## config.mk

```make
export PLATFORM = sky130hd
export DESIGN_NAME = adci_i2c_port
export DESIGN_NICKNAME = d
export VERILOG_FILES = /design/src/logic/adci_pkg.sv /design/src/logic/adci_i2c_port.sv /design/src/logic/adci_regfile.sv
export SDC_FILE = /design/constraint.sdc
export NUM_CORES = 1
export LEC_CHECK = 0
export ABC_AREA = 1
export BUFFER_PORTS_ARGS = -buffer_cell sky130_fd_sc_hd__buf_2
export CAP_MARGIN = 25
export CORE_AREA = 2 2 121 123
export CTS_BUF_LIST = sky130_fd_sc_hd__clkbuf_8
export DETAILED_ROUTE_END_ITERATION = 6
export DIE_AREA = 0 0 123 125
export SLEW_MARGIN = 20
export SYNTH_ARGS = -nofsm -noshare
export SYNTH_HDL_FRONTEND = slang
export SYNTH_HIERARCHICAL = 1
export SYNTH_SLANG_ARGS = --single-unit
```

## constraint.sdc

```tcl
create_clock -name CLK -period 2 [get_ports CLK]
set_input_delay 0.2 -clock CLK [delete_from_list [all_inputs] [get_ports CLK]]
set_output_delay 0.2 -clock CLK [all_outputs]
set_load 0.02 [all_outputs]
```

## src/logic/adci_pkg.sv

```systemverilog
// Purpose: shared constants and types of the dac two-wire control port
// Assumes: 200 MHz system clock
// Notes:   register indices double as the wire-level register address
package adci_pkg;

  // fixed upper part of the 7-bit target address
  localparam logic [4:0] DEV_ADDR_HI = 5'h13;

  // register indices
  localparam logic [6:0] REG_LEFT    = 7'h10;
  localparam logic [6:0] REG_RIGHT   = 7'h11;
  localparam logic [6:0] REG_CTRL    = 7'h12;
  localparam logic [6:0] RD_WIN_LO   = 7'h10;
  localparam logic [6:0] RD_WIN_HI   = 7'h1f;
  localparam logic [6:0] IDX_STEP    = 7'h01;

  // control register field positions
  localparam int ATTEN_LOAD_ENABLE_BIT  = 7;
  localparam int FMT_LSB   = 4;
  localparam int DMF_LSB   = 2;
  localparam int DME_BIT   = 1;
  localparam int MUTE_BIT  = 0;

  // reset values
  localparam logic [7:0] ATTEN_RESET = 8'hff;
  // code chosen for the 24-bit i2s format
  localparam logic [2:0] FMT_RESET   = 3'h4;
  localparam logic [7:0] CTRL_RESET  = {1'b0, FMT_RESET, 4'h0};

  // pin positions inside the synchroniser vectors
  localparam int PIN_SEL = 0;
  localparam int PIN_A0  = 1;
  localparam int PIN_A1  = 2;
  localparam int PIN_SCL = 3;
  localparam int PIN_SDA = 4;

  // glitch filter: spikes shorter than this width are rejected
  localparam int         CLK_MHZ      = 200;
  localparam int         FILT_NS      = 50;
  localparam int         FILT_CYC     = (FILT_NS * CLK_MHZ + 999) / 1000;
  localparam logic [3:0] FILT_CNT_MAX = 4'(FILT_CYC - 1);
  localparam logic [3:0] BITS_BYTE    = 4'h8;

  typedef enum logic [3:0] {
    ST_IDLE, ST_ADDR, ST_ADDR_ACK, ST_IDX, ST_IDX_ACK,
    ST_WDATA, ST_WDATA_ACK, ST_RDATA, ST_RDATA_ACK, ST_IGNORE
  } adci_state_t;

  function automatic logic adci_defined(input logic [6:0] idx);
    return (idx >= REG_LEFT) && (idx <= REG_CTRL);
  endfunction

endpackage

```

## src/logic/adci_i2c_port.sv

```systemverilog
// Purpose: two-wire target control port of a stereo audio dac
// Assumes: pins asynchronous to CLK; SCL well below CLK/20
// Notes:   sda is open drain, only ever pulled low
// Operation
// - target only; master frames every transfer
// - control pins become address bits, SCL, SDA
// - address upper five bits fixed 10011
// - two low address bits from pins; match only
// - index increments after each written byte
// - index wraps from 0x7F to zero
// - no acknowledge for undefined register writes
// - index set by write, then read returns it
// - index increments after each transmitted byte
// - first read after write not pre-incremented
// - indices 0x10..0x1F always return a byte
// - lines filtered by sampling with system clock
// - slow clock short start hold misses start
// - fast clock long spikes may fake start/stop
// - left and right attenuation registers, 0 dB default
// - attenuation load bit gates new codes, off
// - three-bit format field, 24-bit i2s default
// - two-bit de-emphasis rate field, disabled default
// - de-emphasis enable bit, disabled default
// - soft mute bit, disabled default
// - two-wire mode only when select strap high
// - attenuation registers reset to all ones
`timescale 1ns/100ps
module adci_i2c_port
  import adci_pkg::*;
(
  input  wire logic       CLK,
  input  wire logic       NRST,
  input  wire logic       INTERFACE_SELECT,
  input  wire logic       CTRL_SELECT_N,
  input  wire logic       CTRL_SERIAL_IN,
  input  wire logic       CTRL_SERIAL_CLOCK,
  input  wire logic       CTRL_SERIAL_OUT_I,
  output logic            CTRL_SERIAL_OUT_O,
  output logic            CTRL_SERIAL_OUT_OE,
  output logic      [7:0] LEFT_ATTEN_LEVEL,
  output logic      [7:0] RIGHT_ATTEN_LEVEL,
  output logic            ATTEN_LOAD_ENABLE,
  output logic      [2:0] INPUT_FORMAT_SEL,
  output logic      [1:0] DEEMPH_RATE_SEL,
  output logic            DEEMPH_ENABLE,
  output logic            SOFT_MUTE
);

  typedef struct packed {
    logic [4:0]       meta;
    logic [4:0]       sync;
    logic [1:0]       filt;
    logic [1:0][3:0]  fcnt;
    adci_state_t      st;
    logic [3:0]       bcnt;
    logic [7:0]       shr;
    logic             rw;
    logic             macked;
    logic [6:0]       idx;
    logic             oe;
    logic             wr;
    logic [6:0]       waddr;
    logic [7:0]       wdat;
    logic [7:0]       atl;
    logic [7:0]       atr;
  } adci_port_t;

  adci_port_t q;
  adci_port_t d;

  logic [7:0] rd_data;
  logic [7:0] left_q;
  logic [7:0] right_q;
  logic [7:0] ctrl_q;
  logic       scl_r;
  logic       scl_f;
  logic       start_c;
  logic       stop_c;
  logic       mode;
  logic       addr_ok;

  adci_regfile u_regs (
    .clk     (CLK),
    .nrst    (NRST),
    .wr_en   (q.wr),
    .wr_addr (q.waddr),
    .wr_data (q.wdat),
    .rd_addr (q.idx),
    .rd_data (rd_data),
    .left_q  (left_q),
    .right_q (right_q),
    .ctrl_q  (ctrl_q)
  );

  always_comb begin
    d = q;
    d.wr = 1'b0;
    // pins are repurposed only in two-wire mode
    d.meta = {CTRL_SERIAL_OUT_I, CTRL_SERIAL_CLOCK, CTRL_SERIAL_IN,
              CTRL_SELECT_N, INTERFACE_SELECT};
    d.sync = q.meta;
    // a line must hold its new level FILT_CYC cycles to be taken;
    // shorter spikes vanish, longer ones pass as real edges
    for (int i = 0; i < 2; i++) begin
      if (q.sync[PIN_SCL + i] == q.filt[i]) begin
        d.fcnt[i] = 4'h0;
      end else if (q.fcnt[i] == FILT_CNT_MAX) begin
        d.filt[i] = q.sync[PIN_SCL + i];
        d.fcnt[i] = 4'h0;
      end else begin
        d.fcnt[i] = q.fcnt[i] + 4'h1;
      end
    end
    scl_r   = d.filt[0] & ~q.filt[0];
    scl_f   = ~d.filt[0] & q.filt[0];
    start_c = q.filt[0] & d.filt[0] & q.filt[1] & ~d.filt[1];
    stop_c  = q.filt[0] & d.filt[0] & ~q.filt[1] & d.filt[1];
    mode    = q.sync[PIN_SEL];
    addr_ok = q.shr[7:1] == {DEV_ADDR_HI, q.sync[PIN_A1],
                             q.sync[PIN_A0]};
    if (!mode || stop_c) begin
      d.st = ST_IDLE;
      d.oe = 1'b0;
    end else if (start_c) begin
      d.st   = ST_ADDR;
      d.bcnt = 4'h0;
      d.oe   = 1'b0;
    end else begin
      unique case (q.st)
        ST_IDLE, ST_IGNORE: begin
          d.oe = 1'b0;
        end
        ST_ADDR, ST_IDX, ST_WDATA: begin
          if (scl_r) begin
            d.shr  = {q.shr[6:0], d.filt[1]};
            d.bcnt = q.bcnt + 4'h1;
          end else if (scl_f && q.bcnt == BITS_BYTE) begin
            d.bcnt = 4'h0;
            if (q.st == ST_ADDR) begin
              if (addr_ok) begin
                d.oe = 1'b1;
                d.rw = q.shr[0];
                d.st = ST_ADDR_ACK;
              end else begin
                d.st = ST_IGNORE;
              end
            end else if (q.st == ST_IDX) begin
              d.idx = q.shr[6:0];
              d.oe  = 1'b1;
              d.st  = ST_IDX_ACK;
            end else if (adci_defined(q.idx)) begin
              d.oe    = 1'b1;
              d.wr    = 1'b1;
              d.waddr = q.idx;
              d.wdat  = q.shr;
              d.idx   = q.idx + IDX_STEP;
              d.st    = ST_WDATA_ACK;
            end else begin
              d.st = ST_IGNORE;
            end
          end
        end
        ST_ADDR_ACK, ST_IDX_ACK, ST_WDATA_ACK: begin
          if (scl_f) begin
            d.oe   = 1'b0;
            d.bcnt = 4'h0;
            if (q.st == ST_ADDR_ACK && q.rw) begin
              // index untouched here, so a read starts where set
              d.st  = ST_RDATA;
              d.shr = rd_data;
              d.oe  = ~rd_data[7];
            end else if (q.st == ST_ADDR_ACK) begin
              d.st = ST_IDX;
            end else begin
              d.st = ST_WDATA;
            end
          end
        end
        ST_RDATA: begin
          if (scl_r) begin
            d.bcnt = q.bcnt + 4'h1;
          end else if (scl_f) begin
            if (q.bcnt == BITS_BYTE) begin
              d.oe  = 1'b0;
              d.idx = q.idx + IDX_STEP;
              d.st  = ST_RDATA_ACK;
            end else begin
              d.shr = {q.shr[6:0], 1'b0};
              d.oe  = ~q.shr[6];
            end
          end
        end
        ST_RDATA_ACK: begin
          if (scl_r) begin
            d.macked = ~d.filt[1];
          end else if (scl_f) begin
            d.bcnt = 4'h0;
            if (q.macked) begin
              d.st  = ST_RDATA;
              d.shr = rd_data;
              d.oe  = ~rd_data[7];
            end else begin
              d.st = ST_IGNORE;
            end
          end
        end
      endcase
    end
    // new codes reach the datapath only while loading is on
    if (ctrl_q[ATTEN_LOAD_ENABLE_BIT]) begin
      d.atl = left_q;
      d.atr = right_q;
    end
  end

  always_ff @(posedge CLK) begin
    if (!NRST) begin
      q        <= '0;
      q.meta   <= 5'h1e;
      q.sync   <= 5'h1e;
      q.filt   <= 2'h3;
      q.st     <= ST_IDLE;
      q.atl    <= ATTEN_RESET;
      q.atr    <= ATTEN_RESET;
    end else begin
      q <= d;
    end
  end

  // open drain: the data level is always low, the enable pulls
  assign CTRL_SERIAL_OUT_O  = 1'b0;
  assign CTRL_SERIAL_OUT_OE = q.oe;
  assign LEFT_ATTEN_LEVEL   = q.atl;
  assign RIGHT_ATTEN_LEVEL  = q.atr;
  assign ATTEN_LOAD_ENABLE  = ctrl_q[ATTEN_LOAD_ENABLE_BIT];
  assign INPUT_FORMAT_SEL   = ctrl_q[FMT_LSB +: 3];
  assign DEEMPH_RATE_SEL    = ctrl_q[DMF_LSB +: 2];
  assign DEEMPH_ENABLE      = ctrl_q[DME_BIT];
  assign SOFT_MUTE          = ctrl_q[MUTE_BIT];
endmodule

```

## src/logic/adci_regfile.sv

```systemverilog
// Purpose: mode control registers with registered read port
// Assumes: write and read index come from the two-wire engine
// Notes:   unmapped indices inside the read window return zero
`timescale 1ns/100ps
module adci_regfile
  import adci_pkg::*;
(
  input  wire logic       clk,
  input  wire logic       nrst,
  input  wire logic       wr_en,
  input  wire logic [6:0] wr_addr,
  input  wire logic [7:0] wr_data,
  input  wire logic [6:0] rd_addr,
  output logic      [7:0] rd_data,
  output logic      [7:0] left_q,
  output logic      [7:0] right_q,
  output logic      [7:0] ctrl_q
);

  typedef struct packed {
    logic [7:0] left;
    logic [7:0] right;
    logic [7:0] ctrl;
    logic [7:0] rd;
  } adci_rf_t;

  adci_rf_t q;
  adci_rf_t d;

  always_comb begin
    d = q;
    if (wr_en) begin
      unique case (wr_addr)
        REG_LEFT:  d.left  = wr_data;
        REG_RIGHT: d.right = wr_data;
        REG_CTRL:  d.ctrl  = wr_data;
        default:   d.ctrl  = q.ctrl;
      endcase
    end
    d.rd = 8'h00;
    if (rd_addr >= RD_WIN_LO && rd_addr <= RD_WIN_HI) begin
      unique case (rd_addr)
        REG_LEFT:  d.rd = q.left;
        REG_RIGHT: d.rd = q.right;
        REG_CTRL:  d.rd = q.ctrl;
        default:   d.rd = 8'h00;
      endcase
    end
  end

  always_ff @(posedge clk) begin
    if (!nrst) begin
      q <= '{left: ATTEN_RESET, right: ATTEN_RESET,
             ctrl: CTRL_RESET, rd: 8'h00};
    end else begin
      q <= d;
    end
  end

  assign rd_data = q.rd;
  assign left_q  = q.left;
  assign right_q = q.right;
  assign ctrl_q  = q.ctrl;
endmodule

```

==> metrics.yaml <==
setup_tns_ps: 0
n_fill_cell: 1522
cp_top_family: "simple AND/OR/NAND/NOR gates"
grt_pass1_wl_mm: 21.8
cp-end-kind: "flip-flop"
ys_warn_count: 6
utilization: 0.430
yosys.area.top_type_share: 0.396
vias: 4900
antenna_found_initial: 0
cts_sinks: 110
outcome: "finished, final reports clean"
clk_path_buf_depth: 2
cts_tree: "built"
die_w_um: 123
synthesis.nets: 810
worstPathArrival_ps: 2210
final-seq-area_um2: 2200
power_uw: 3630
worst_ep_required_time_ps: 2340
period_share: 0.935
clk_latency_ps: 400
max_slew_margin: 0.643
cts_buffers: 9
track_usage: 0.179
port_buffers: 31
crit_path_frequent_cell: "nor2_1"
ys_seq_elements: 110
ys_top_cells_by_area: "dfxtp_1, nand2_1, nand3_1"
dp_hpwl_mm: 9.41
vdd_ir_drop_max_v: 0.000270
syn_avg_cell_area_um2: 6.99
drt-initial-drc-count: 443
dieArea_um2: 15400
critPathKind: "reg2reg"
yosysTopAreaCell: "dfxtp_1"
ant_nets: 0
critical_path.slowest_cell: "dfxtp_1"
crit_chain: "nor2_2 -> nand3_2 -> nand3_1 -> nor2_1 -> nand3_4 -> inv_4 -> nor2_1 -> nor2_1"
max_stage_delay_ps: 460
grt_pass1_vias: 4447
max_cap_violations: 0
drt-total-wl_mm: 13.3
rows: 44
final_common_cell: "nand2_1"
fin_skew_ps: 14.0
syn_to_final_growth_pct: 9.95
drive_above_1_share: 0.146
htreeDepth: 3
final_cell_mix: "nand2_1, nand3_1, dfxtp_1"
synth_cell_types: 47
post_cts_buffers: 0
drt-pass1-iter-count: 5
fin_cells: 1008
synth_cells: 795
dp.cells: 986
hold_violations: 0
die_y_um: 125
num_antenna_cells: 0
whs_ps: 266
grt_max_degree: 82
fmax_mhz: 535
multi_input_area_um2: 2820
ios: 33
fin_nets: 834
avgRoutedWirePerCell_um: 13.2
syn_area_um2: 5560
p_per_area_nw_per_um2: 594
seq_area_frac_synth: 0.396
crit_buf_inv: 1
gp_congestion: 0.942
maxSlewViolCount: 0
worstMarginPinSlew_ps: 534
drc: 0
core_area_um2: 14200
finalCriticalPeriod_ps: 1870
vias_per_cell: 4.86
cts.root.buffer_cell: "clkbuf_8"
clk_pin_slew_ps: 110
cp-start-kind: "flip-flop"
hold_class: "in2reg"
p_leak_uw: 0.00286
start_util: 0.391
rsz0062_at_grt: "false"
finalSetupViolCount: 0
gr-total-overflow: 0
path_max_fanout: 11
## flip-flops by register name, summed over array words and instances, names as in the netlist
name                count
u_regs/right_q          8
mode                    1
u_regs/ctrl_q           8
q                      55
LEFT_ATTEN_LEVEL        8
RIGHT_ATTEN_LEVEL       8
d                       5
u_regs/rd_data          8
u_regs/left_q           8
CTRL_SERIAL_OUT_OE      1
## routing by layer
metal  share of wire  global-route usage
met4           0.023              0.0742
met1            0.51               0.261
met3           0.040              0.0251
met2            0.43               0.262
met5               0                   0
## cells in the mapped netlist, drive strengths merged
| cell | n |
|---|---|
| xor2 | 5 |
| nor3 | 1 |
| inv | 79 |
| a21boi | 1 |
| o221ai | 1 |
| a21oi | 21 |
| a22oi | 1 |
| dfxtp | 110 |
| nand4 | 9 |
| clkbuf | 13 |
| ha | 8 |
| conb | 1 |
| xnor2 | 3 |
| buf | 28 |
| o21a | 1 |
| a31oi | 1 |
| nand3b | 9 |
| o21bai | 1 |
| o22ai | 1 |
| nor2 | 122 |
| and2b | 1 |
| and2 | 1 |
| and3 | 5 |
| or2 | 8 |
| nand2 | 206 |
| clkinv | 1 |
| o211ai | 3 |
| nand3 | 128 |
| o21ai | 24 |
| o31ai | 2 |
## cell type report
type / count / area share
clock buffer: 9 / 0.0203
clock inverter: 7 / 0.0109
inverter: 80 / 0.0496
multi-input combinational: 565 / 0.462
sequential: 110 / 0.361
tap: 184 / 0.0377
timing repair buffer: 53 / 0.0592
## kinds of logic after synthesis
group,Yosys count,share of synthesized area
compound gates,57,0.0572
xor+xnor,8,0.0126
fa+ha+maj,8,0.0180
buf+inv,121,0.106
flops,110,0.396
other cells,1,0.000675
simple gates,490,0.409
## tightest hold or removal path: cells and delay by family
| kind | cells | cell delay, ps |
|---|---|---|
| buf+inv | 3 | 360 |
| simple gates | 1 | 60 |
## stage by stage
stage                     setup slack (ps)  cell area, um^2
after floorplan                        339             5560
after global placement                 129             5800
after detailed placement              79.9             5800
after CTS                             51.4             6040
after global routing                  1.37             6110
final                                  130             6110
## power by group
| part | internal (uW) | leakage (uW) | switching [uW] |
|---|---|---|---|
| Clock | 486 | 0.000101 | 843 |
| Combinational | 36.0 | 0.00187 | 61.6 |
| Sequential | 2200 | 0.000890 | 4.58 |
| Total | 2720 | 0.00286 | 909 |
## path summary, 6_finish.rpt
check	to	cells past startpoint	from	slack (ps)
max	q[20]$_SDFFE_PN0P_	8	q[57]$_SDFFE_PP0P_	130
min	q[28]$_SDFFE_PN0P_	4	NRST	270
max reg2reg	q[20]$_SDFFE_PN0P_	8	q[57]$_SDFFE_PP0P_	130
min reg2reg	q[69]$_SDFF_PN1_	1	d[69]$_SDFF_PN1_	420
## what timing repair did
item / in CTS / in global routing
resized for setup: 0 / 15
endpoints found under the setup margin: 0 / 35
hold endpoints to repair: 5 / 0
hold buffers: 5 / 0
Power figures use the tool's default switching activity.
